`config.mk`:
```
export PLATFORM = sky130hd
export DESIGN_NAME = ida_clock_divider
export DESIGN_NICKNAME = d
export VERILOG_FILES = /design/src/shared/ida_pkg.sv /design/src/hdl/ida_clock_divider.sv /design/src/hdl/ida_pulse_sync.sv
export SDC_FILE = /design/constraint.sdc
export NUM_CORES = 1
export LEC_CHECK = 0
export BUFFER_PORTS_ARGS = -buffer_cell sky130_fd_sc_hd__buf_4
export CELL_PAD_IN_SITES_DETAIL_PLACEMENT = 0
export CELL_PAD_IN_SITES_GLOBAL_PLACEMENT = 1
export CORE_MARGIN = 2
export CORE_UTILIZATION = 40
export CTS_CLUSTER_SIZE = 12
export DETAILED_ROUTE_END_ITERATION = 12
export GPL_ROUTABILITY_DRIVEN = 1
export GPL_TIMING_DRIVEN = 0
export PLACE_DENSITY = 0.91
export SLEW_MARGIN = 0
export SYNTH_ARGS = -nofsm -noshare
export SYNTH_HDL_FRONTEND = slang
export SYNTH_SLANG_ARGS = --single-unit
```
`constraint.sdc`:
```
create_clock -name clk_sys_i -period 7 [get_ports clk_sys_i]
set_clock_uncertainty 0.1 [all_clocks]
set_input_delay 1.05 -clock clk_sys_i [delete_from_list [all_inputs] [get_ports clk_sys_i]]
set_output_delay 1.05 -clock clk_sys_i [all_outputs]
set_load 0.05 [all_outputs]
```
`src/shared/ida_pkg.sv`:
```
package ida_pkg;
  // register addresses
  localparam logic [12:0] ADDR_CLOCK_DIVIDE  = 13'h00b;
  localparam logic [12:0] ADDR_DIVIDER_ALIGN = 13'h100;
  // clock_divide fields
  localparam int          DIV_RATIO_LSB      = 0;
  localparam int          DIV_RATIO_W        = 3;
  localparam int          DUTY_EN_BIT        = 4;
  // divider_align_control fields
  localparam int          ALIGN_ARMED_BIT    = 0;
  localparam int          ALIGN_EN_BIT       = 1;
  localparam int          ALIGN_FIRST_BIT    = 2;
  // reset values
  localparam logic [7:0]  CLOCK_DIVIDE_RST   = 8'h00;
  localparam logic [7:0]  DIVIDER_ALIGN_RST  = 8'h00;
endpackage

```
`src/hdl/ida_clock_divider.sv`:
```
`timescale 1ns/1ps
module ida_clock_divider #(
  parameter int ADDR_W = 13,
  parameter int DATA_W = 8
) (
  input  wire logic              clk_sys_i,
  input  wire logic              reset_n_i,
  input  wire logic              wr_en_i,
  input  wire logic [ADDR_W-1:0] wr_addr_i,
  input  wire logic [DATA_W-1:0] wr_data_i,
  input  wire logic [ADDR_W-1:0] rd_addr_i,
  output logic      [DATA_W-1:0] rd_data_o,
  input  wire logic              align_pulse_i,
  output logic                   conv_clk_o,
  output logic                   sample_strobe_o,
  output logic                   duty_restorer_on_o
);
  localparam int CW = ida_pkg::DIV_RATIO_W;

  logic [DATA_W-1:0] div_ctrl;
  logic [DATA_W-1:0] align_ctrl;
  logic              armed;
  logic [CW-1:0]     cnt;
  logic [DATA_W-1:0] next_div_ctrl;
  logic [DATA_W-1:0] next_align_ctrl;
  logic              next_armed;
  logic [CW-1:0]     next_cnt;
  logic              next_conv_clk;
  logic              next_strobe;
  logic              next_duty_on;
  logic [DATA_W-1:0] next_rd_data;
  logic              sync_pulse;
  logic              wr_div;
  logic              wr_align;
  logic              accept;
  logic [CW-1:0]     ratio_m1;

  // address match against one register offset
  function automatic logic addr_hit(input logic [ADDR_W-1:0] a,
                                    input logic [12:0]       off);
    return a == ADDR_W'(off);
  endfunction

  // filtered alignment pin edge
  ida_pulse_sync u_sync (
    .clk_sys_i (clk_sys_i),
    .reset_n_i (reset_n_i),
    .pin_i     (align_pulse_i),
    .rise_o    (sync_pulse)
  );

  // write decode and pulse acceptance
  always_comb
  begin
    wr_div   = wr_en_i && addr_hit(wr_addr_i, ida_pkg::ADDR_CLOCK_DIVIDE);
    wr_align = wr_en_i && addr_hit(wr_addr_i, ida_pkg::ADDR_DIVIDER_ALIGN);
    ratio_m1 = div_ctrl[ida_pkg::DIV_RATIO_LSB +: CW];
    accept   = sync_pulse && align_ctrl[ida_pkg::ALIGN_EN_BIT]
               && (!align_ctrl[ida_pkg::ALIGN_FIRST_BIT] || armed);
  end

  // control registers and arming flag
  always_comb
  begin
    next_div_ctrl   = wr_div ? wr_data_i : div_ctrl;
    next_align_ctrl = wr_align ? wr_data_i : align_ctrl;
    next_armed      = armed;
    if (accept && align_ctrl[ida_pkg::ALIGN_FIRST_BIT])
      next_armed = 1'b0;
    if (wr_align)
      next_armed = 1'b1;
  end

  // divider counter and derived clock
  always_comb
  begin
    if (accept)
      next_cnt = '0;
    else if (cnt >= ratio_m1)
      next_cnt = '0;
    else
      next_cnt = cnt + CW'(1);
    next_strobe   = (next_cnt == '0);
    // only rises at count zero, so a ratio change cannot add an edge
    next_conv_clk = (next_cnt == '0)
                    || (conv_clk_o
                        && ({1'b0, next_cnt, 1'b0} < {2'b00, ratio_m1} + (CW + 2)'(1)));
    next_duty_on  = div_ctrl[ida_pkg::DUTY_EN_BIT] || (ratio_m1 != '0);
  end

  // read mux, one cycle latency
  always_comb
  begin
    next_rd_data = '0;
    if (addr_hit(rd_addr_i, ida_pkg::ADDR_CLOCK_DIVIDE))
      next_rd_data = div_ctrl;
    else if (addr_hit(rd_addr_i, ida_pkg::ADDR_DIVIDER_ALIGN))
    begin
      next_rd_data = align_ctrl;
      next_rd_data[ida_pkg::ALIGN_ARMED_BIT] = armed;
    end
  end

  // state registers
  always_ff @(posedge clk_sys_i or negedge reset_n_i)
  begin
    if (!reset_n_i)
    begin
      div_ctrl           <= ida_pkg::CLOCK_DIVIDE_RST;
      align_ctrl         <= ida_pkg::DIVIDER_ALIGN_RST;
      armed              <= 1'b0;
      cnt                <= '0;
      conv_clk_o         <= 1'b0;
      sample_strobe_o    <= 1'b0;
      duty_restorer_on_o <= 1'b0;
      rd_data_o          <= '0;
    end
    else
    begin
      div_ctrl           <= next_div_ctrl;
      align_ctrl         <= next_align_ctrl;
      armed              <= next_armed;
      cnt                <= next_cnt;
      conv_clk_o         <= next_conv_clk;
      sample_strobe_o    <= next_strobe;
      duty_restorer_on_o <= next_duty_on;
      rd_data_o          <= next_rd_data;
    end
  end
endmodule

```
`src/hdl/ida_pulse_sync.sv`:
```
`timescale 1ns/1ps
module ida_pulse_sync (
  input  wire logic clk_sys_i,
  input  wire logic reset_n_i,
  input  wire logic pin_i,
  output logic      rise_o
);
  logic [2:0] stage;
  logic       level;
  logic [2:0] next_stage;
  logic       next_level;
  logic       next_rise;

  // level changes only once stages two and three agree
  always_comb
  begin
    next_stage = {stage[1:0], pin_i};
    next_level = (stage[1] == stage[2]) ? stage[2] : level;
    next_rise  = next_level && !level;
  end

  // register the shift chain and the filtered edge
  always_ff @(posedge clk_sys_i or negedge reset_n_i)
  begin
    if (!reset_n_i)
    begin
      stage  <= 3'h0;
      level  <= 1'b0;
      rise_o <= 1'b0;
    end
    else
    begin
      stage  <= next_stage;
      level  <= next_level;
      rise_o <= next_rise;
    end
  end
endmodule

```
Word level (Yosys, flattened, before mapping) --
Index checks and enable logic that the tools add are counted.
Cells by class: add/sub/neg operators 2, magnitude comparators 2, equal/unequal tests 5, muxes and demuxes 7, reduce and logical (&&, ||, !) cells 15
Operators with widths (number):
- 13-bit by 4-bit == test with 1-bit output (second input constant) | 2
- 13-bit by 9-bit == test with 1-bit output (second input constant) | 2
- 8-bit two-way mux | 2
- 1-bit logical AND | 7
- 3-bit two-way mux | 2
- 3-bit by 1-bit adder with 4-bit output (second input constant) | 1
- 4-bit less-than comparator | 1
- 3-bit by 1-bit adder with 3-bit output (second input constant) | 1
- 3-bit >= comparator | 1
- 3-bit logical NOT | 1
- 1-bit logical OR | 3
- 1-bit two-way mux | 3
- 3-bit nonzero test | 1
- 1-bit logical NOT | 2
- 2-bit nonzero test | 1
- 1-bit == test | 1
Word-level totals: flip-flop bits (word level) 36, input port bits 38, word-level logic and storage cells 42

Logic depth before layout (Yosys ltp) --
depth after elaboration 7, gate-level depth with buffers 10, gate-level depth less buffers 10

Modules after synthesis --
Synthesis repeated with hierarchy kept, for this count alone.
Second synthesis, totals: cells, all modules 117, area total of the unflattened synthesis 1536.5 µm²
By module, submodules not included:
- ida_clock_divider | times used 1, cells each 110, area each 1390.1 µm², sequential area each 750.7 µm²
- ida_pulse_sync | times used 1, cells each 7, area each 146.4 µm², sequential area each 125.1 µm²

Worst setup path before layout --
No wires, ideal clock.
path kind input-to-reg, start point in wr_addr_i[2], end point reg div_ctrl[0], setup time 0.125 ns, arrival time 2.384 ns, data required time 6.775 ns, path slack 4.391 ns, stages 5, buffers on the path 1, cell sequence nor4_1 > nand4b_1 > or4b_4 > buf_6 > mux2_4
Between the ends: cells in the longest elaborated chain, start to end 2
RTL lines:
- from (decl) | RTL line ida_clock_divider.sv:9 | input wire logic [ADDR_W-1:0] wr_addr_i,
- 13-bit by 4-bit == test with 1-bit output | RTL line ida_clock_divider.sv:41 | return a == ADDR_W'(off);
- 1-bit logical AND | RTL line ida_clock_divider.sv:55 | wr_div = wr_en_i && addr_hit(wr_addr_i, ida_pkg::ADDR_CLOCK_DIVIDE);
- to (signal assigned) | RTL line ida_clock_divider.sv:109 | div_ctrl <= ida_pkg::CLOCK_DIVIDE_RST;
- to (signal assigned) | RTL line ida_clock_divider.sv:120 | div_ctrl <= next_div_ctrl;
- to (decl) | RTL line ida_clock_divider.sv:20 | logic [DATA_W-1:0] div_ctrl;
No other way between the ends. A chain may end at the register's enable or synchronous reset.

Worst setup path in the final report --
start point in wr_addr_i[6], end point reg div_ctrl[6]
The elaborated chain is that of the path after synthesis.

==> impl_metrics.xml <==
<?xml version="1.0" encoding="UTF-8"?>
<metrics>
  <group name="die">
    <metric name="die_w" unit="um">65.9</metric>
    <metric name="die_height" unit="um">65.9</metric>
    <metric name="std_cell_rows" unit="">22</metric>
    <metric name="die_area" unit="mm2">0.00434</metric>
    <metric name="initial_standard_cell_utilization_of_the_core" unit="">0.419</metric>
    <metric name="floorplan.core_area" unit="mm2">0.00366</metric>
    <metric name="io_pins" unit="">49</metric>
  </group>
  <group name="power_and_ir_drop">
    <metric name="power.sequential.fraction" unit="">0.459</metric>
    <metric name="power_frac_clock" unit="">0.485</metric>
    <metric name="power.net_switching" unit="W">0.0000861</metric>
    <metric name="combinationalPowerShare" unit="">0.056</metric>
    <metric name="power_leakage" unit="nW">1.04</metric>
    <metric name="total_power_density_per_cell_area" unit="mW/mm2">214</metric>
    <metric name="power.share.switching" unit="">0.192</metric>
    <metric name="cellInternalPower" unit="W">0.000362</metric>
    <metric name="power.ir.vdd_worst" unit="mV">0.147</metric>
  </group>
  <group name="cts">
    <metric name="cts.reportedPaths.clkPinSlew" unit="ns">0.07</metric>
    <metric name="cts-htree-levels" unit="">2</metric>
    <metric name="post_cts_repair_timing_setup_buffer_count" unit="">0</metric>
    <metric name="clock_tree_from_tritoncts" unit="">done</metric>
    <metric name="hold_bufs_at_cts" unit="">0</metric>
    <metric name="tritoncts_num_sinks" unit="">35</metric>
    <metric name="cts_resized" unit="">0</metric>
    <metric name="cts_buffers" unit="">5</metric>
    <metric name="clock_tree.buffer_depth" unit="">2</metric>
    <metric name="worstSkewPairLatency" unit="ns">0.29</metric>
    <metric name="cts-root-buf" unit="">sky130_fd_sc_hd__clkbuf_8</metric>
  </group>
  <group name="global_route">
    <metric name="track_usage" unit="">0.158</metric>
    <metric name="pin_count_of_the_biggest_net_entering_global_routing" unit="">36</metric>
    <metric name="grt_pass1_vias" unit="">1167</metric>
    <metric name="antenna_found_initial" unit="">0</metric>
    <metric name="grt.overflow.total" unit="">0</metric>
    <metric name="grt_pass1_wl" unit="um">5050</metric>
  </group>
  <group name="logic_synthesis">
    <metric name="synth_edf_count" unit="">0</metric>
    <metric name="ys_ff_latch" unit="">35</metric>
    <metric name="async_flop_share" unit="">1.00</metric>
    <metric name="synth_largest_type_area_fraction" unit="">0.571</metric>
    <metric name="synth-compound-area-share" unit="">0.0776</metric>
    <metric name="post_synthesis_net_count" unit="">161</metric>
    <metric name="netlist_instances" unit="">118</metric>
    <metric name="synthAdderAreaFrac" unit="">0.0473</metric>
    <metric name="ys.flop_type" unit="">sky130_fd_sc_hd__dfrtp_1</metric>
    <metric name="largest_family_of_logic_cells_by_synthesized_area" unit="">simple AND/OR/NAND/NOR gates</metric>
    <metric name="ys_warnings" unit="">0</metric>
    <metric name="portion_of_the_post_synthesis_area_used_by_sequential_elements" unit="">0.571</metric>
    <metric name="avgSynthCellArea" unit="um2">13.0</metric>
    <metric name="synthMuxAreaShare" unit="">0.130</metric>
    <metric name="yosysUniqueCellTypes" unit="">32</metric>
    <metric name="netlist_area" unit="mm2">0.00153</metric>
    <metric name="synth_top_cell_by_area" unit="">sky130_fd_sc_hd__dfrtp_1</metric>
    <metric name="synthSimpleGateAreaFrac" unit="">0.140</metric>
    <metric name="synthTopCellsByArea" unit="">sky130_fd_sc_hd__dfrtp_1 57%, sky130_fd_sc_hd__mux2_4 7.8%, sky130_fd_sc_hd__mux2_2 5.1%</metric>
    <metric name="synthXorXnorAreaFrac" unit="">0.0114</metric>
  </group>
  <group name="setup_path">
    <metric name="worstPathRequired" unit="ns">7.08</metric>
    <metric name="critical_path.reg2reg.startpoint" unit="">div_ctrl[0]</metric>
    <metric name="crit_path_cell_trace" unit="">buf_4 &gt; nor4_1 &gt; nand4b_1 &gt; or4b_4 &gt; buf_6 &gt; mux2_4</metric>
    <metric name="worst-r2r-cell-count" unit="">9</metric>
    <metric name="endpoint_kind" unit="">flip-flop</metric>
    <metric name="critPathSlowestCell" unit="">sky130_fd_sc_hd__or4b_4</metric>
    <metric name="path_buf_inv" unit="">2</metric>
    <metric name="cp_slowest_stage_delay" unit="ns">0.53</metric>
    <metric name="timing.critical_path.fanout_max" unit="">8</metric>
    <metric name="crit_arrival" unit="ns">2.57</metric>
    <metric name="worst_setup_startpoint" unit="">wr_addr_i[6]</metric>
    <metric name="critical_path_depth" unit="">6</metric>
    <metric name="critPathLaunchType" unit="">input pin</metric>
    <metric name="setup.worst_path.class" unit="">in2reg</metric>
    <metric name="crit_family" unit="">simple AND/OR/NAND/NOR gates</metric>
  </group>
  <group name="final_layout">
    <metric name="fill_cells" unit="">316</metric>
    <metric name="final_common_cell" unit="">sky130_fd_sc_hd__buf_4</metric>
    <metric name="antenna_diode_count" unit="">0</metric>
    <metric name="seqCellArea" unit="um2">876</metric>
    <metric name="multi_input_comb_area" unit="um2">622</metric>
    <metric name="drive_gt1_frac" unit="">0.448</metric>
    <metric name="syn_to_final_growth" unit="%">36.3</metric>
    <metric name="final_nets" unit="">216</metric>
    <metric name="final_cell_area" unit="mm2">0.00209</metric>
    <metric name="final_cell_mix" unit="">48 x sky130_fd_sc_hd__buf_4, 35 x sky130_fd_sc_hd__dfrtp_1, 10 x sky130_fd_sc_hd__nor2_1</metric>
  </group>
  <group name="sta">
    <metric name="min_period_over_period" unit="">0.357</metric>
    <metric name="fmaxAchievable" unit="GHz">0.401</metric>
    <metric name="worst_slew_pin_slew" unit="ns">0.773</metric>
    <metric name="slew_headroom" unit="">0.483</metric>
    <metric name="setup_slack" unit="ns">4.50</metric>
    <metric name="setup_viol" unit="">0</metric>
    <metric name="setup_tns" unit="ns">0</metric>
    <metric name="rsz0062_at_grt" unit="">no</metric>
    <metric name="fin_crit" unit="ns">2.50</metric>
    <metric name="max_transition_viols_final" unit="">0</metric>
    <metric name="hold_viol_final" unit="">0</metric>
  </group>
  <group name="hold_path">
    <metric name="hp-class" unit="">reg2reg</metric>
    <metric name="worst_hold_startpoint" unit="">u_sync.stage[0]</metric>
    <metric name="min_path_cells" unit="">0</metric>
  </group>
  <group name="route">
    <metric name="ant_nets" unit="">0</metric>
    <metric name="drt_first_pass_iters" unit="">3</metric>
    <metric name="drc_errors" unit="">0</metric>
    <metric name="routed_wl" unit="um">2940</metric>
    <metric name="avgViaCountPerCell" unit="">4.92</metric>
    <metric name="wl_cell" unit="um">13.2</metric>
    <metric name="num_vias" unit="">1092</metric>
    <metric name="drt_iter0_markers" unit="">33</metric>
  </group>
  <group name="place">
    <metric name="dpl_cell_area" unit="mm2">0.00195</metric>
    <metric name="placer_s_final_routability_congestion_estimate" unit="">0.723</metric>
    <metric name="place.detailed.hpwl" unit="um">2190</metric>
    <metric name="placement.setup.worst_slack" unit="ns">4.18</metric>
    <metric name="io_buffer_count" unit="">48</metric>
  </group>
  <group name="run">
    <metric name="cap_violations" unit="">0</metric>
  </group>
  <group name="outcome">
    <metric name="status" unit="">complete, no violations</metric>
  </group>
</metrics>
cells by family after synthesis:
family / count (synthesis)
multiplexers: 15
AND/OR/NAND/NOR: 37
adder cells (fa/ha/maj): 6
flip-flops: 35
XOR/XNOR: 2
buffers and inverters: 7
AO/OA/AOI/OAI: 16
per-layer routing:
metal	GRT usage	vias to the layer above	wire [um]
met5	0	-	0
met4	0.0547	0	42
met3	0.0630	4	207
met2	0.256	37	1440
met1	0.189	522	1250
li1	-	529	-
sequential cells by signal (all words and copies together) (netlist names):
| name | cells |
|---|---|
| div_ctrl | 8 |
| rd_data_o | 8 |
| align_ctrl | 7 |
| cnt | 3 |
| u_sync.stage | 3 |
| armed | 1 |
| conv_clk_o | 1 |
| duty_restorer_on_o | 1 |
| sample_strobe_o | 1 |
| u_sync.level | 1 |
| u_sync.rise_o | 1 |
per-stage QoR:
step | util | cells | hold WS (ns) | power [W]
after CTS | 0.571 | 222 | 0.253 | 0.000452
after detailed placement | 0.533 | 214 | 0.238 | 0.000235
final | 0.571 | 222 | 0.250 | 0.000448
after global placement | 0.533 | 214 | 0.239 | 0.000234
after floorplan | - | 118 | 0.231 | 0.000213
after global routing | 0.571 | 222 | 0.283 | 0.000463
area by class of cell:
| class | count | area share |
|---|---|---|
| multi-input cells | 76 | 0.298 |
| repair buffers | 48 | 0.172 |
| well taps | 48 | 0.0287 |
| inverters | 4 | 0.00719 |
| plain buffers | 3 | 0.00958 |
| clock inverters | 3 | 0.0323 |
| clock buffers | 5 | 0.0329 |
| flip-flops and latches | 35 | 0.419 |
power groups by stage:
stage	Clock, W	Sequential (W)	Combinational [W]
after global routing	0.000230	0.000206	0.0000277
final	0.000217	0.000205	0.0000250
after CTS	0.000221	0.000206	0.0000255
after detailed placement	0	0.000209	0.0000255
after floorplan	0	0.000209	0.00000365
after global placement	0	0.000209	0.0000246
synthesized netlist by cell type (2+ instances only):
cell                       count
sky130_fd_sc_hd__dfrtp_1      35
sky130_fd_sc_hd__nor2_1       10
sky130_fd_sc_hd__a22oi_1       8
sky130_fd_sc_hd__mux2_4        8
sky130_fd_sc_hd__mux2_2        7
sky130_fd_sc_hd__ha_1          5
sky130_fd_sc_hd__nand2_1       5
sky130_fd_sc_hd__nand2b_1      5
sky130_fd_sc_hd__inv_1         4
sky130_fd_sc_hd__and2_1        3
sky130_fd_sc_hd__nand3_1       3
sky130_fd_sc_hd__nor4_1        3
sky130_fd_sc_hd__o21ai_0       2
sky130_fd_sc_hd__or4_1         2
path summary, 6_finish.rpt:
check | to | slack, ns
worst max-delay path | div_ctrl[6] | 4.50
worst min-delay path | u_sync.stage[1] | 0.25
worst max register to register | conv_clk_o | 4.55
worst min register to register | u_sync.stage[1] | 0.25
max in group asynchronous | cnt[0] | 5.90
min in group asynchronous | rd_data_o[1] | 0.60
Power figures use the tool's default switching activity.
